[config.mk]
export PLATFORM = sky130hd
export DESIGN_NAME = smcd_decoder
export DESIGN_NICKNAME = d
export VERILOG_FILES = /design/src/hdl/smcd_decoder.v /design/src/hdl/smcd_onehot_dec.v /design/src/hdl/smcd_bit_connector.v
export VERILOG_INCLUDE_DIRS = /design/src /design/src/hdl
export SDC_FILE = /design/constraint.sdc
export NUM_CORES = 1
export LEC_CHECK = 0
export BUFFER_PORTS_ARGS = -buffer_cell sky130_fd_sc_hd__buf_2
export CAP_MARGIN = 20
export CORE_MARGIN = 5
export CORE_UTILIZATION = 49
export CTS_BUF_LIST = sky130_fd_sc_hd__clkbuf_16
export CTS_CLUSTER_DIAMETER = 120
export DETAILED_ROUTE_END_ITERATION = 6
export GPL_TIMING_DRIVEN = 0
export PLACE_DENSITY = 0.77
export SLEW_MARGIN = 5
export SYNTH_ARGS = -nofsm -noshare
export SYNTH_HDL_FRONTEND = slang
export SYNTH_HIERARCHICAL = 1
export SYNTH_SLANG_ARGS = --single-unit
export TNS_END_PERCENT = 50
[constraint.sdc]
create_clock -name pclk -period 3.25 [get_ports pclk]
set_input_delay 0.975 -clock pclk [delete_from_list [all_inputs] [get_ports pclk]]
set_output_delay 0.975 -clock pclk [all_outputs]
set_load 0.005 [all_outputs]
[src/hdl/smcd_defs.vh]
// constants for the safe control word decoder: types, offsets, field positions
`ifndef SMCD_DEFS_VH
`define SMCD_DEFS_VH

// consumer layout type numbers
`define SMCD_TYPE_778 16'h030A
`define SMCD_TYPE_779 16'h030B
`define SMCD_TYPE_780 16'h030C
`define SMCD_TYPE_781 16'h030D
`define SMCD_TYPE_786 16'h0312
`define SMCD_TYPE_787 16'h0313
// producer type paired with a consumer type under the fixed profile
`define SMCD_PROFILE_OFFSET 16'h0004

// apb byte addresses
`define SMCD_ADDR_CTRL 12'h000
`define SMCD_ADDR_CONS_TYPE 12'h004
`define SMCD_ADDR_PROD_TYPE 12'h008
`define SMCD_ADDR_MASK 12'h00C
`define SMCD_ADDR_STATUS 12'h010
`define SMCD_ADDR_RX_WORD 12'h014
`define SMCD_ADDR_TARGET 12'h018
`define SMCD_ADDR_OUTPUTS 12'h01C

// control register fields
`define SMCD_CTRL_BUS_EN 0
`define SMCD_CTRL_FIXED 1

// status register fields
`define SMCD_ST_ACTIVE 0
`define SMCD_ST_CFG_ERR 1
`define SMCD_ST_MASK_ERR 2
`define SMCD_ST_CFG_MODE 3

// outputs register fields
`define SMCD_OUT_BRAKE 0
`define SMCD_OUT_HOME 1
`define SMCD_OUT_LSO 2

// safety function modes on the mode input
`define SMCD_MODE_CONFIG 2'h0
`define SMCD_MODE_PARAM 2'h1
`define SMCD_MODE_OPER 2'h2

// reset values
`define SMCD_RST_TYPE 16'h030A
`define SMCD_RST_PROD 16'h030E
`define SMCD_RST_MASK 16'h0000

// control word field positions
`define SMCD_B_MODE_SEL 0
`define SMCD_B_ESTOP 1
`define SMCD_B_ENABLE 2
`define SMCD_B_SEL_LO 3
`define SMCD_B_779_BRAKE 6
`define SMCD_B_BYTE_LSO 7
`define SMCD_B_787_HOME 7
`define SMCD_B_786_HOME 13
`define SMCD_B_WORD_BRAKE 14
`define SMCD_B_WORD_LSO 15

// coded field masks over the control word
`define SMCD_CODE3_FIELD 16'h0038
`define SMCD_CODE4_FIELD 16'h0078

// reserved bits per layout; an unknown layout has every bit reserved
`define SMCD_RSV_BYTE 16'hFF00
`define SMCD_RSV_781 16'h3F80
`define SMCD_RSV_786 16'h4000
`define SMCD_RSV_787 16'h3F00
`define SMCD_RSV_ALL 16'hFFFF

// home reference available in this firmware release
`define SMCD_HOME_REF_SUPPORTED 1'b1

`endif

[src/hdl/smcd_decoder.v]
// safe control word decoder: apb registers, layout mapping, target outputs
//
// Our own choices: the APB register port and the register offsets.
`include "smcd_defs.vh"
`default_nettype none

module smcd_decoder
(
    // apb slave
    input wire pclk,
    input wire presetn,
    input wire psel,
    input wire penable,
    input wire pwrite,
    input wire [11:0] paddr,
    input wire [31:0] pwdata,
    output reg [31:0] prdata,
    output wire pready,
    output wire pslverr,
    // safety function mode
    input wire [1:0] safety_mode,
    // received control word from the consumer connection
    input wire [15:0] rx_word,
    input wire rx_valid,
    // decoded targets
    output reg [18:0] control_target,
    output reg holding_brake_release,
    output reg home_reference,
    output reg local_safe_output,
    output reg connection_active,
    output wire [15:0] producer_type
);

    ////////////////////////////////////////////////////////////////////////////
    // register state
    reg bus_enable;
    reg fixed_profile;
    reg [15:0] cons_type;
    reg [15:0] prod_type;
    reg [15:0] mask_reg;
    reg [15:0] word_held;
    reg mask_error;

    wire apb_write;
    wire apb_read;
    wire addr_hit;
    wire cfg_mode;
    wire conn_mode;

    // zero wait state slave; every access finishes in its access cycle
    assign pready = 1'b1;
    assign apb_write = psel & penable & pwrite;
    assign apb_read = psel & penable & ~pwrite;
    assign cfg_mode = (safety_mode == `SMCD_MODE_CONFIG);
    assign conn_mode = (safety_mode == `SMCD_MODE_PARAM) | (safety_mode == `SMCD_MODE_OPER);
    assign producer_type = prod_type;

    // address decode
    assign addr_hit = (paddr == `SMCD_ADDR_CTRL) | (paddr == `SMCD_ADDR_CONS_TYPE) |
                      (paddr == `SMCD_ADDR_PROD_TYPE) | (paddr == `SMCD_ADDR_MASK) |
                      (paddr == `SMCD_ADDR_STATUS) | (paddr == `SMCD_ADDR_RX_WORD) |
                      (paddr == `SMCD_ADDR_TARGET) | (paddr == `SMCD_ADDR_OUTPUTS);
    assign pslverr = psel & penable & ~addr_hit;

    ////////////////////////////////////////////////////////////////////////////
    // layout recognition
    reg type_ok;
    reg is_coded;
    reg [15:0] code_field;
    reg [15:0] reserved_bits;

    // only the six predefined layouts are known; anything else is refused
    always @*
    begin
        type_ok = 1'b1;
        is_coded = 1'b0;
        code_field = 16'h0000;
        reserved_bits = 16'h0000;
        case (cons_type)
            `SMCD_TYPE_778:
            begin
                reserved_bits = `SMCD_RSV_BYTE; // single byte word
            end
            `SMCD_TYPE_779:
            begin
                is_coded = 1'b1;
                code_field = `SMCD_CODE3_FIELD;
                reserved_bits = `SMCD_RSV_BYTE;
            end
            `SMCD_TYPE_780:
            begin
                reserved_bits = 16'h0000;
            end
            `SMCD_TYPE_781:
            begin
                is_coded = 1'b1;
                code_field = `SMCD_CODE4_FIELD;
                reserved_bits = `SMCD_RSV_781;
            end
            `SMCD_TYPE_786:
            begin
                reserved_bits = `SMCD_RSV_786;
            end
            `SMCD_TYPE_787:
            begin
                is_coded = 1'b1;
                code_field = `SMCD_CODE4_FIELD;
                reserved_bits = `SMCD_RSV_787;
            end
            default:
            begin
                type_ok = 1'b0;
                reserved_bits = `SMCD_RSV_ALL;
            end
        endcase
    end

    ////////////////////////////////////////////////////////////////////////////
    // effective mask: a partly masked coded field is masked whole
    wire [15:0] mask_eff;
    wire code_part_masked;

    assign code_part_masked = |(mask_reg & code_field);
    assign mask_eff = code_part_masked ? (mask_reg | code_field) : mask_reg;

    wire [15:0] word_conn;

    smcd_bit_connector u_conn
    (
        .word_in(word_held),
        .mask(mask_eff),
        .reserved(reserved_bits),
        .word_out(word_conn)
    );

    ////////////////////////////////////////////////////////////////////////////
    // coded selection decode
    wire [3:0] code_in;
    wire [15:0] code_sel;

    // the 3-bit field gets a zero top bit, so 779 never reaches beyond seven
    assign code_in = (cons_type == `SMCD_TYPE_779) ? {1'b0, word_conn[5:3]} :
                     word_conn[6:3];

    smcd_onehot_dec u_dec
    (
        .code(code_in),
        .sel(code_sel)
    );

    ////////////////////////////////////////////////////////////////////////////
    // target mapping per layout
    reg [18:0] next_target;
    reg next_brake;
    reg next_home;
    reg next_lso;

    always @*
    begin
        next_target = 19'h00000;
        next_brake = 1'b0;
        next_home = 1'b0;
        next_lso = 1'b0;
        // common mode select, emergency stop, enable
        next_target[`SMCD_B_MODE_SEL] = word_conn[`SMCD_B_MODE_SEL];
        next_target[`SMCD_B_ESTOP] = word_conn[`SMCD_B_ESTOP];
        next_target[`SMCD_B_ENABLE] = word_conn[`SMCD_B_ENABLE];
        case (cons_type)
            `SMCD_TYPE_778:
            begin
                next_target[6:3] = word_conn[6:3];
                next_lso = word_conn[`SMCD_B_BYTE_LSO];
            end
            `SMCD_TYPE_779:
            begin
                next_target[10:3] = code_sel[7:0];
                next_brake = word_conn[`SMCD_B_779_BRAKE];
                next_lso = word_conn[`SMCD_B_BYTE_LSO];
            end
            `SMCD_TYPE_780:
            begin
                next_target[14:3] = word_conn[14:3];
                next_lso = word_conn[`SMCD_B_WORD_LSO];
            end
            `SMCD_TYPE_781:
            begin
                next_target[18:3] = code_sel;
                next_brake = word_conn[`SMCD_B_WORD_BRAKE];
                next_lso = word_conn[`SMCD_B_WORD_LSO];
            end
            `SMCD_TYPE_786:
            begin
                next_target[12:3] = word_conn[12:3];
                next_home = word_conn[`SMCD_B_786_HOME] & `SMCD_HOME_REF_SUPPORTED;
                next_lso = word_conn[`SMCD_B_WORD_LSO];
            end
            `SMCD_TYPE_787:
            begin
                next_target[18:3] = code_sel;
                next_brake = word_conn[`SMCD_B_WORD_BRAKE];
                next_home = word_conn[`SMCD_B_787_HOME] & `SMCD_HOME_REF_SUPPORTED;
                next_lso = word_conn[`SMCD_B_WORD_LSO];
            end
            default:
            begin
                next_target = 19'h00000;
            end
        endcase
    end

    ////////////////////////////////////////////////////////////////////////////
    // connection: only when switched on, in parameter or operating mode,
    // with a known layout; otherwise every target falls inactive
    wire next_active;

    assign next_active = bus_enable & conn_mode & type_ok;

    always @(posedge pclk or negedge presetn)
    begin
        if (!presetn)
        begin
            connection_active <= 1'b0;
            control_target <= 19'h00000;
            holding_brake_release <= 1'b0;
            home_reference <= 1'b0;
            local_safe_output <= 1'b0;
        end
        else
        begin
            connection_active <= next_active;
            if (next_active)
            begin
                control_target <= next_target;
                holding_brake_release <= next_brake;
                home_reference <= next_home;
                local_safe_output <= next_lso;
            end
            else
            begin
                control_target <= 19'h00000;
                holding_brake_release <= 1'b0;
                home_reference <= 1'b0;
                local_safe_output <= 1'b0;
            end
        end
    end

    ////////////////////////////////////////////////////////////////////////////
    // received word capture; cleared when the connection drops so a stale
    // word cannot reappear on reconnection
    always @(posedge pclk or negedge presetn)
    begin
        if (!presetn)
        begin
            word_held <= 16'h0000;
        end
        else if (!(bus_enable & conn_mode))
        begin
            word_held <= 16'h0000;
        end
        else if (rx_valid)
        begin
            word_held <= rx_word;
        end
    end

    ////////////////////////////////////////////////////////////////////////////
    // register writes; switching and layout changes only in configuration mode
    always @(posedge pclk or negedge presetn)
    begin
        if (!presetn)
        begin
            bus_enable <= 1'b0;
            fixed_profile <= 1'b0;
            cons_type <= `SMCD_RST_TYPE;
            prod_type <= `SMCD_RST_PROD;
            mask_reg <= `SMCD_RST_MASK;
        end
        else if (apb_write)
        begin
            if ((paddr == `SMCD_ADDR_CTRL) && cfg_mode)
            begin
                bus_enable <= pwdata[`SMCD_CTRL_BUS_EN];
                fixed_profile <= pwdata[`SMCD_CTRL_FIXED];
            end
            else if ((paddr == `SMCD_ADDR_CONS_TYPE) && cfg_mode)
            begin
                cons_type <= pwdata[15:0];
                if (fixed_profile)
                begin
                    prod_type <= pwdata[15:0] + `SMCD_PROFILE_OFFSET;
                end
            end
            else if ((paddr == `SMCD_ADDR_PROD_TYPE) && cfg_mode && !fixed_profile)
            begin
                prod_type <= pwdata[15:0];
            end
            else if (paddr == `SMCD_ADDR_MASK)
            begin
                mask_reg <= pwdata[15:0];
            end
        end
    end

    ////////////////////////////////////////////////////////////////////////////
    // sticky mask error: set wins over the clear by a write of one
    always @(posedge pclk or negedge presetn)
    begin
        if (!presetn)
        begin
            mask_error <= 1'b0;
        end
        else if (code_part_masked && (mask_reg & code_field) != code_field)
        begin
            mask_error <= 1'b1;
        end
        else if (apb_write && (paddr == `SMCD_ADDR_STATUS) && pwdata[`SMCD_ST_MASK_ERR])
        begin
            mask_error <= 1'b0;
        end
    end

    ////////////////////////////////////////////////////////////////////////////
    // read mux
    always @*
    begin
        prdata = 32'h00000000;
        if (apb_read)
        begin
            if (paddr == `SMCD_ADDR_CTRL)
            begin
                prdata[`SMCD_CTRL_BUS_EN] = bus_enable;
                prdata[`SMCD_CTRL_FIXED] = fixed_profile;
            end
            else if (paddr == `SMCD_ADDR_CONS_TYPE)
            begin
                prdata[15:0] = cons_type;
            end
            else if (paddr == `SMCD_ADDR_PROD_TYPE)
            begin
                prdata[15:0] = prod_type;
            end
            else if (paddr == `SMCD_ADDR_MASK)
            begin
                prdata[15:0] = mask_reg;
            end
            else if (paddr == `SMCD_ADDR_STATUS)
            begin
                prdata[`SMCD_ST_ACTIVE] = connection_active;
                prdata[`SMCD_ST_CFG_ERR] = ~type_ok;
                prdata[`SMCD_ST_MASK_ERR] = mask_error;
                prdata[`SMCD_ST_CFG_MODE] = cfg_mode;
            end
            else if (paddr == `SMCD_ADDR_RX_WORD)
            begin
                prdata[15:0] = word_held;
            end
            else if (paddr == `SMCD_ADDR_TARGET)
            begin
                prdata[18:0] = control_target;
            end
            else if (paddr == `SMCD_ADDR_OUTPUTS)
            begin
                prdata[`SMCD_OUT_BRAKE] = holding_brake_release;
                prdata[`SMCD_OUT_HOME] = home_reference;
                prdata[`SMCD_OUT_LSO] = local_safe_output;
            end
        end
    end

endmodule

`default_nettype wire

[src/hdl/smcd_onehot_dec.v]
// binary code to one-hot selection decoder; code zero selects nothing
`default_nettype none

module smcd_onehot_dec
(
    // code in
    input wire [3:0] code,
    // one-hot out, bit n-1 for code n
    output wire [15:0] sel
);

    ////////////////////////////////////////////////////////////////////////////
    // one comparator per selection; code 0 matches none of them
    genvar i;
    generate
        for (i = 0; i < 16; i = i + 1)
        begin : g_sel
            // one bit wider than the code so that selection sixteen cannot wrap onto code 0
            localparam [4:0] SEL_CODE = i + 1;
            assign sel[i] = ({1'b0, code} == SEL_CODE);
        end
    endgenerate

endmodule

`default_nettype wire

[src/hdl/smcd_bit_connector.v]
// per-bit connector: passes control word bits that are neither masked nor reserved by the layout
`default_nettype none

module smcd_bit_connector
(
    // raw control word
    input wire [15:0] word_in,
    // effective mask, one means the target is freed
    input wire [15:0] mask,
    // reserved bits of the selected layout
    input wire [15:0] reserved,
    // connected word
    output wire [15:0] word_out
);

    ////////////////////////////////////////////////////////////////////////////
    // masked and reserved bits never reach a target
    genvar i;
    generate
        for (i = 0; i < 16; i = i + 1)
        begin : g_bit
            assign word_out[i] = word_in[i] & ~mask[i] & ~reserved[i];
        end
    endgenerate

endmodule

`default_nettype wire

# Word level (Yosys, flattened, before mapping)
# Index checks and enable logic that the tools add are counted.
# W data, S select, Z words.
[word_totals]
regBits = 90
in_bits = 68
wordCells = 204
[classes]
addsub = 1
eq_ne = 33
muxes = 48
bitwise_logic = 86
n_reduce_logical = 24
[op_table]
columns = ["op", "count"]
rows = [
  ["$mux W16", 18],
  ["$eq A16 B10 Y1 const B", 6],
  ["$pmux W16 S5", 1],
  ["$eq A12 B5 Y1 const B", 4],
  ["$and A1 B1 Y1", 38],
  ["$mux W19", 2],
  ["$not A1 Y1", 38],
  ["$eq A4 B4 Y1 const B", 8],
  ["$eq A12 B4 Y1 const B", 2],
  ["$mux W3", 8],
  ["$mux W17", 1],
  ["$add A16 B3 Y16 const B", 1],
  ["$and A16 B16 Y16", 1],
  ["$eq A4 B3 Y1 const B", 4],
  ["$ne A16 B16 Y1", 1],
  ["$or A16 B16 Y16", 1],
  ["$pmux W4 S2", 2],
  ["$reduce_or A16 Y1", 1],
  ["$mux W15", 1],
  ["$pmux W7 S2", 1],
  ["$eq A12 B3 Y1 const B", 1],
  ["$logic_not A12 Y1", 1],
  ["$eq A4 B2 Y1 const B", 2],
  ["$mux W4", 2],
  ["other kinds (21)", 47],
]

# Logic depth before layout (Yosys ltp)
# Gate-level depths: netlist of the first run.
[logic_depth]
depth_word = 16
ltp_mapped = 11
mapped_depth_nobuf = 9

# Hierarchy
# Netlist of the first run, hierarchy kept.
[modules_own_cells]
columns = ["module", "n_inst", "cells_each", "area_each_um2"]
rows = [
  ["smcd_decoder", 1, 538, 5398.9],
  ["smcd_onehot_dec", 1, 21, 264.0],
  ["smcd_bit_connector", 1, 16, 200.2],
]

# Worst setup path before layout of the first run
# Ideal clock, no wire load.
[synth_path]
kind = "input-to-output"
start = "in paddr[9]"
end = "out prdata[10]"
t_arrival_ns = 2.459
required_time_ns = 2.275
path_slack_ns = -0.184
stages = 5
path_cell_list = "or4_4 > nor3_1 > clkbuf_1 > a22oi_1 > o31ai_1"
[synth_via]
elab_chain_len = 16
[synth_lines]
columns = ["item", "line", "text"]
rows = [
  ["start, declared", "smcd_decoder.v:15", "input wire [11:0] paddr,"],
  ["$eq A12 B5 Y1 (no line)", "--", ""],
  ["$mux W16", "smcd_decoder.v:358", "else if (paddr == `SMCD_ADDR_TARGET)"],
  ["$mux W16", "smcd_decoder.v:354", "else if (paddr == `SMCD_ADDR_RX_WORD)"],
  ["$mux W16", "smcd_decoder.v:347", "else if (paddr == `SMCD_ADDR_STATUS)"],
  ["$mux W16", "smcd_decoder.v:343", "else if (paddr == `SMCD_ADDR_MASK)"],
  ["$mux W16", "smcd_decoder.v:339", "else if (paddr == `SMCD_ADDR_PROD_TYPE)"],
  ["$mux W16", "smcd_decoder.v:335", "else if (paddr == `SMCD_ADDR_CONS_TYPE)"],
  ["$mux W16", "smcd_decoder.v:330", "if (paddr == `SMCD_ADDR_CTRL)"],
  ["$mux W16", "smcd_decoder.v:328", "if (apb_read)"],
  ["$mux W16", "smcd_decoder.v:354", ""],
  ["$mux W15", "smcd_decoder.v:347", ""],
  ["$mux W16", "smcd_decoder.v:343", ""],
  ["$mux W16", "smcd_decoder.v:339", ""],
  ["$mux W16", "smcd_decoder.v:335", ""],
  ["$mux W17 *", "smcd_decoder.v:330", ""],
  ["$mux W19 *", "smcd_decoder.v:328", ""],
  ["end, declared", "smcd_decoder.v:17", "output reg [31:0] prdata,"],
]
# Mark *: on every way between the ends. The rest lies on a longest branch, timed or not. The select of a mux whose other input is x is not followed.

# Final worst setup path of the first run
[layout_path]
start = "in paddr[8]"
end = "out prdata[12]"
# Same word-level chain as after synthesis.

==> flow_metrics.env, run 1 <==
export IMPL_fin_tns_setup_ns=-5.542
export IMPL_yosysSeqAreaShare=0.3860
export IMPL_cpMaxStageDelayCell="or4_4"
export IMPL_pwr_share_seq=0.482
export IMPL_synth_edff_count=0
export IMPL_overflow=0
export IMPL_drc=0
export IMPL_routed_wl_um=18430
export IMPL_h_tree_depth=3
export IMPL_layout_commonest_cell="buf_2"
export IMPL_use_met2=0.4214
export IMPL_r2r_setup_slack_ns=0.21
export IMPL_grt_total_usage=0.2533
export IMPL_drt_pass1_iter_count=5
export IMPL_use_met1=0.3357
export IMPL_outcome="finished, violations left"
export IMPL_hp_class="reg -> reg"
export IMPL_ys_seq_elements=90
export IMPL_rr_startpoint="cons_type[3]"
export IMPL_avgRoutedWirePerCell_um=21.06
export IMPL_min_from="producer_type[8]"
export IMPL_via_per_inst=6.187
export IMPL_internal_power_w=0.001726
export IMPL_cp_end_kind="output port"
export IMPL_hpwl_um=13650
export IMPL_initialDrtViolationCount=615
export IMPL_nets=793
export IMPL_skew_ns=0.008486
export IMPL_max_freq_mhz=272.6
export IMPL_path_cells="buf_8, or4_4, nor4_4, buf_6, a22oi_1, o31ai_1, buf_2"
export IMPL_rsz0062_at_grt="yes"
export IMPL_worst_path_largest_cell_delay_ns=0.60
export IMPL_layout_drive_gt1_share=0.4066
export IMPL_use_met3=0.04748
export IMPL_hold_ws_ns=0.5147
export IMPL_final_cell_mix="105 x buf_2, 81 x dfrtp_1, 46 x nor2_1"
export IMPL_synthFlopType="dfrtp_1"
export IMPL_finalHoldViolations=0
export IMPL_clkTransAtPathRegs_ns=0.07
export IMPL_grt_max_degree=51
export IMPL_cts_sinks=90
export IMPL_largest_register_ffs=19
export IMPL_core_area_mm2=0.01186
export IMPL_die_width_um=119.4
export IMPL_diodes=0
export IMPL_power_leakage_nw=3.455
export IMPL_syn_to_final_growth_pct=26.53
export IMPL_insertion_delay_ns=0.35
export IMPL_num_vias=5414
export IMPL_antenna_left=0
export IMPL_top_usage_layer="met2"
export IMPL_start_kind="primary input"
export IMPL_max_vdd_ir_drop_mv=0.2275
export IMPL_fin_ws_ns=-0.4178
export IMPL_max_flop_register="control_target"
export IMPL_die_height_um=119.4
export IMPL_postSynthCellCount=575
export IMPL_holdPathStages=1
export IMPL_final_max_slew_viol_count=0
export IMPL_fin_crit_ns=3.668
export IMPL_grt_pass1_wl_um=28770
export IMPL_setup_viol=19
export IMPL_synthDistinctLibCells=76
export IMPL_die_area_mm2=0.01425
export IMPL_holdBufCountCts=0
export IMPL_post_route_period_util=1.129
export IMPL_clockBufferDepth=2
export IMPL_final_core_util=0.6254
export IMPL_synthArstFlopShare=1.000
export IMPL_reg2reg_depth=9
export IMPL_cts_root_buffer="clkbuf_16"
export IMPL_start_util=0.4943
export IMPL_antenna_found_initial=0
export IMPL_critPathKind="in -> out"
export IMPL_synth_area_mm2=0.005863
export IMPL_p_sw_w=0.0006016
export IMPL_postSynthAreaPerCell_um2=10.20
export IMPL_required_ns=2.27
export IMPL_pwr_share_clk=0.420
export IMPL_p_comb_frac=0.098
export IMPL_cts_tree="done"
export IMPL_critical_path_max_fanout=7
export IMPL_cts_buffers=9
export IMPL_io_buffers=106
export IMPL_cap_viol_max_count=0
export IMPL_worstMarginPinSlew_ns=0.8476
export IMPL_rows=40
export IMPL_switching_share=0.2584
export IMPL_place_ws_ns=-0.7345
export IMPL_io_pins=141
export IMPL_grt_pass1_vias=5296
export IMPL_cp_data_arrival_time_ns=2.69
export IMPL_worst_path_buf_inv=3
export IMPL_crit_family="simple AND/OR/NAND/NOR gates"
export IMPL_hold_end="producer_type[8]"
export IMPL_failed_checks="setup timing"
export IMPL_gp_routability_congestion=0.9304
export IMPL_rr_endpoint="control_target[13]"
export IMPL_relSlewSlack=0.4290
export IMPL_powerDensity_mw_per_mm2=313.8
export IMPL_yosys_warnings=6
[metrics by stage]
step,total power [W],std cells,instance area [µm²]
after detailed placement,0.001345,841,6673
after CTS,0.002323,866,7206
after floorplan,0.001246,587,5928
final,0.002328,875,7418
after global routing,0.002407,875,7418
after global placement,0.001337,840,6643
[per-layer routing]
| layer | wire [µm] | vias to the layer above | share of wire |
|---|---|---|---|
| met5 | 0 | - | 0 |
| met4 | 393 | 0 | 0.021 |
| met3 | 1258 | 39 | 0.068 |
| met2 | 9000 | 256 | 0.49 |
| met1 | 7775 | 2672 | 0.42 |
| li1 | - | 2447 | - |
[what timing repair did]
action,in CTS,in global routing
gates cloned,0,1
pin swaps,16,11
setup endpoints to repair,35,34
setup buffers,11,8
gates resized for setup,48,37
[logic make-up after synthesis]
group,after synthesis,synth area share
simple gates,217,0.2537
compound gates,121,0.1562
other cells,3,0.001920
buf+inv,73,0.06402
flops,90,0.3860
xor+xnor,3,0.004482
fa+ha+maj,2,0.004267
mux,66,0.1293
[worst max-delay path by stage]
| stage | from | end | slack (ns) | depth (start not counted) |
|---|---|---|---|---|
| after global placement | paddr[1] | prdata[4] | -0.66 | 8 |
| after global routing | paddr[3] | prdata[8] | -0.47 | 7 |
| after CTS | paddr[10] | prdata[11] | -0.43 | 8 |
| after detailed placement | paddr[2] | prdata[14] | -0.73 | 9 |
| final | paddr[8] | prdata[12] | -0.42 | 7 |
| after floorplan | paddr[9] | prdata[10] | -0.01 | 5 |
[cell type report]
cell class / instances / area [µm²]
multi-input cells: 424 / 3491
clock buffers: 9 / 225.2
plain buffers: 53 / 380.4
well taps: 147 / 183.9
fillers: 1005 / 4443
inverters: 18 / 67.56
repair buffers: 127 / 763.2
flip-flops and latches: 90 / 2263
clock inverters: 7 / 43.79
[cells in the mapped netlist (15+ instances only)]
cell type	count	area, µm²
nand4_1	16	100.1
nand3_1	28	140.1
nand2b_1	17	106.4
a21oi_1	15	75.07
nor3b_2	16	200.2
dfrtp_1	81	2027
clkbuf_1	27	101.4
inv_1	18	67.56
o31ai_1	18	135.1
mux2i_1	27	270.3
nand2_1	18	67.56
mux2_2	20	225.2
buf_4	16	120.1
nor2_1	49	183.9
[power groups by stage]
stage / clock network (W) / registers (W) / logic (W)
floorplan: 0 / 0.00114 / 0.000104
global placement: 0 / 0.00114 / 0.000195
detailed placement: 0 / 0.00114 / 0.000203
CTS: 0.000986 / 0.00112 / 0.000216
global route: 0.00104 / 0.00112 / 0.000249
finish: 0.000978 / 0.00112 / 0.000228
(Power assumes the default switching activity.)
==> inputs of run 2 (changes only) <==
- ABC_AREA: unset -> 1
- PLACE_DENSITY: 0.77 -> 0.78
==> run 2 against run 1 <==
  * Power shrank 0.32%
  * Sequential power is essentially flat
  * Largest power group unchanged
  * Die area shrank 6.4%
  * Largest cell class unchanged
  * Fmax grew 4.6%
  * Via count grew 5.2%
  * Non-clock buffer count shrank 15
  * Register-to-register slack gained 0.16 ns
  * The run still ends with setup timing left
==> flow_metrics.env, run 2 <==
export IMPL_outcome="finished, violations left"
export IMPL_failed_checks="setup timing"
export IMPL_finalHoldViolations=0
export IMPL_critPathKind="in -> out"
export IMPL_skew_ns=0.01055
export IMPL_yosysSeqAreaShare=0.4151
export IMPL_clkTransAtPathRegs_ns=0.07
export IMPL_cts_sinks=90
export IMPL_layout_commonest_cell="nand2_1"
export IMPL_synthMuxAreaShare=0
export IMPL_synth_area_mm2=0.005453
export IMPL_antenna_left=0
export IMPL_grt_pass1_wl_um=25370
export IMPL_fin_ws_ns=-0.2569
export IMPL_path_cells="buf_2, nor2_4, nand2_2, inv_1, nand2_2, nor2_4, nand3_1, o2111ai_1, o21ai_0, a21oi_2, buf_2"
export IMPL_synth_compound_area_frac=0.1684
export IMPL_antenna_found_initial=0
export IMPL_cts_tree="done"
export IMPL_rsz0062_at_grt="yes"
export IMPL_fin_tns_setup_ns=-3.821
export IMPL_powerDensity_mw_per_mm2=326.5
export IMPL_p_comb_frac=0.072
export IMPL_hpwl_um=12200
export IMPL_final_cell_mix="155 x nand2_1, 113 x buf_2, 108 x inv_1"
export IMPL_crit_family="simple AND/OR/NAND/NOR gates"
export IMPL_final_area_mm2=0.007106
export IMPL_grt_total_usage=0.2414
export IMPL_p_sw_w=0.0005944
export IMPL_start_util=0.5008
export IMPL_nets=990
export IMPL_die_height_um=115.5
export IMPL_final_max_slew_viol_count=0
export IMPL_core_area_mm2=0.01089
export IMPL_gp_routability_congestion=0.9218
export IMPL_final_core_util=0.6526
export IMPL_overflow=0
export IMPL_clockBufferDepth=2
export IMPL_critical_path_max_fanout=7
export IMPL_synthFlopType="dfrtp_1"
export IMPL_synth_edff_count=0
export IMPL_initialDrtViolationCount=406
export IMPL_fin_crit_ns=3.507
export IMPL_synth_top_cells_by_count="168 x nand2_1, 113 x inv_1, 85 x o21ai_0"
export IMPL_ys_seq_elements=90
export IMPL_synth_top_cell_area_share=0.3717
export IMPL_post_route_period_util=1.079
export IMPL_via_per_inst=5.350
export IMPL_syn_to_final_growth_pct=30.31
export IMPL_yosys_warnings=6
export IMPL_io_pins=141
export IMPL_insertion_delay_ns=0.34
export IMPL_cp_data_arrival_time_ns=2.53
export IMPL_worst_path_largest_cell_delay_ns=0.23
export IMPL_largest_register_ffs=19
export IMPL_cp_end_kind="output port"
export IMPL_yosys_cell_count_top_type="nand2_1"
export IMPL_synth_simple_area_share=0.2685
export IMPL_routed_wl_um=16760
export IMPL_max_flop_register="control_target"
export IMPL_drc=0
export IMPL_worst_path_buf_inv=3
export IMPL_postSynthCellCount=770
export IMPL_hp_class="reg -> reg"
export IMPL_synth_adder_area_share=0.004589
export IMPL_relSlewSlack=0.5270
export IMPL_drt_pass1_iter_count=5
export IMPL_fill_cells=910
export IMPL_cpMaxStageDelayCell="nor2_4"
export IMPL_cap_viol_max_count=0
export IMPL_pwr_share_seq=0.483
export IMPL_required_ns=2.27
export IMPL_grt_pass1_vias=5052
export IMPL_ys_top_cells_by_area="dfrtp_1 37%, nand2_1 12%, o21ai_0 7.8%, inv_1 7.8%, nor2_1 5.4%"
export IMPL_synthArstFlopShare=1.000
export IMPL_synthDistinctLibCells=40
export IMPL_start_kind="primary input"
export IMPL_internal_power_w=0.001726
export IMPL_diodes=0
export IMPL_holdBufCountCts=0
export IMPL_switching_share=0.2562
export IMPL_pwr_share_clk=0.445
export IMPL_synth_top_family_by_area="simple AND/OR/NAND/NOR gates"
export IMPL_die_area_mm2=0.01334
export IMPL_worstMarginPinSlew_ns=0.7063
export IMPL_layout_drive_gt1_share=0.3168
export IMPL_max_vdd_ir_drop_mv=0.2833
export IMPL_power_leakage_nw=3.587
export IMPL_grt_max_degree=64
export IMPL_io_buffers=110
export IMPL_h_tree_depth=3
export IMPL_cts_root_buffer="clkbuf_16"
export IMPL_placed_cell_area_mm2=0.006254
export IMPL_postSynthAreaPerCell_um2=7.081
export IMPL_cts_buffers=9
export IMPL_num_vias=5698
export IMPL_setup_viol=19
export IMPL_rows=38
export IMPL_synth_area_leader_cell="dfrtp_1"
export IMPL_synth_xor_area_frac=0.01767
export IMPL_place_ws_ns=-0.6157
export IMPL_die_width_um=115.5
export IMPL_avgRoutedWirePerCell_um=15.74
export IMPL_max_freq_mhz=285.2
==> run 2: what timing repair did <==
item                       CTS  global route
setup buffers               10             4
gates resized for setup     50            77
hold endpoints to repair     0             0
setup endpoints to repair   20            20
pin swaps                   16            28
gates cloned                 1             1
==> run 2: through the flow <==
step,hold WS [ns],power [W],instances
global placement,0.4695,0.001280,1032
CTS,0.4918,0.002316,1060
floorplan,0.4530,0.001206,782
finish,0.4938,0.002320,1065
detailed placement,0.4747,0.001286,1033
global route,0.5182,0.002394,1065
==> run 2: cells by family (layout without fill, tap and decap cells) <==
group / count (synthesis) / after routing
and+or+nand+nor: 335 / 335
adders and majority gates: 2 / 2
DFF: 90 / 90
other: 3 / 15
xor gates and xnor gates: 11 / 11
buffers and inverters: 160 / 303
AOI/OAI and AO/OA: 169 / 169
==> run 2: worst min-delay path, stage by stage, from the launching register on <==
cell	delay (ns)
dfrtp_1	0.35
nand2_1	0.05
o21ai_0	0.06
==> run 2: metal layers <==
layer / global-route usage / share of wire / up-vias
met4: 0.06573 / 0.030 / 0
met1: 0.3306 / 0.41 / 2605
met2: 0.3962 / 0.48 / 314
li1: - / - / 2727
met5: 0 / 0 / -
met3: 0.04439 / 0.087 / 52
==> run 2: layout make-up <==
type / instances / area (µm²) / area share
flip-flops and latches: 90 / 2263 / 0.3185
multi-input cells: 532 / 2885 / 0.4061
well taps: 140 / 175.2 / 0.02465
clock inverters: 7 / 68.82 / 0.009685
repair buffers: 127 / 758.2 / 0.1067
plain buffers: 38 / 254.0 / 0.03575
inverters: 122 / 475.5 / 0.06691
clock buffers: 9 / 225.2 / 0.03170
==> run 2: power groups by stage <==
stage               Combinational (W)  Clock, W  Sequential, W
finish                       0.000166   0.00103        0.00112
global route                 0.000184   0.00109        0.00112
CTS                          0.000154   0.00104        0.00112
detailed placement           0.000144         0        0.00114
global placement             0.000138         0        0.00114
floorplan                   0.0000638         0        0.00114
==> run 2: final timing paths <==
path | from | end | slack (ns) | cells after the start
min reg2reg | mask_reg[6] | mask_reg[6] | 0.49 | 2
max | paddr[1] | prdata[6] | -0.26 | 11
max reg2reg | cons_type[9] | control_target[6] | 0.37 | 18
min in group asynchronous | presetn | producer_type[0] | 0.55 | 1
min | mask_reg[6] | mask_reg[6] | 0.49 | 2
max in group asynchronous | presetn | holding_brake_release | 2.07 | 2
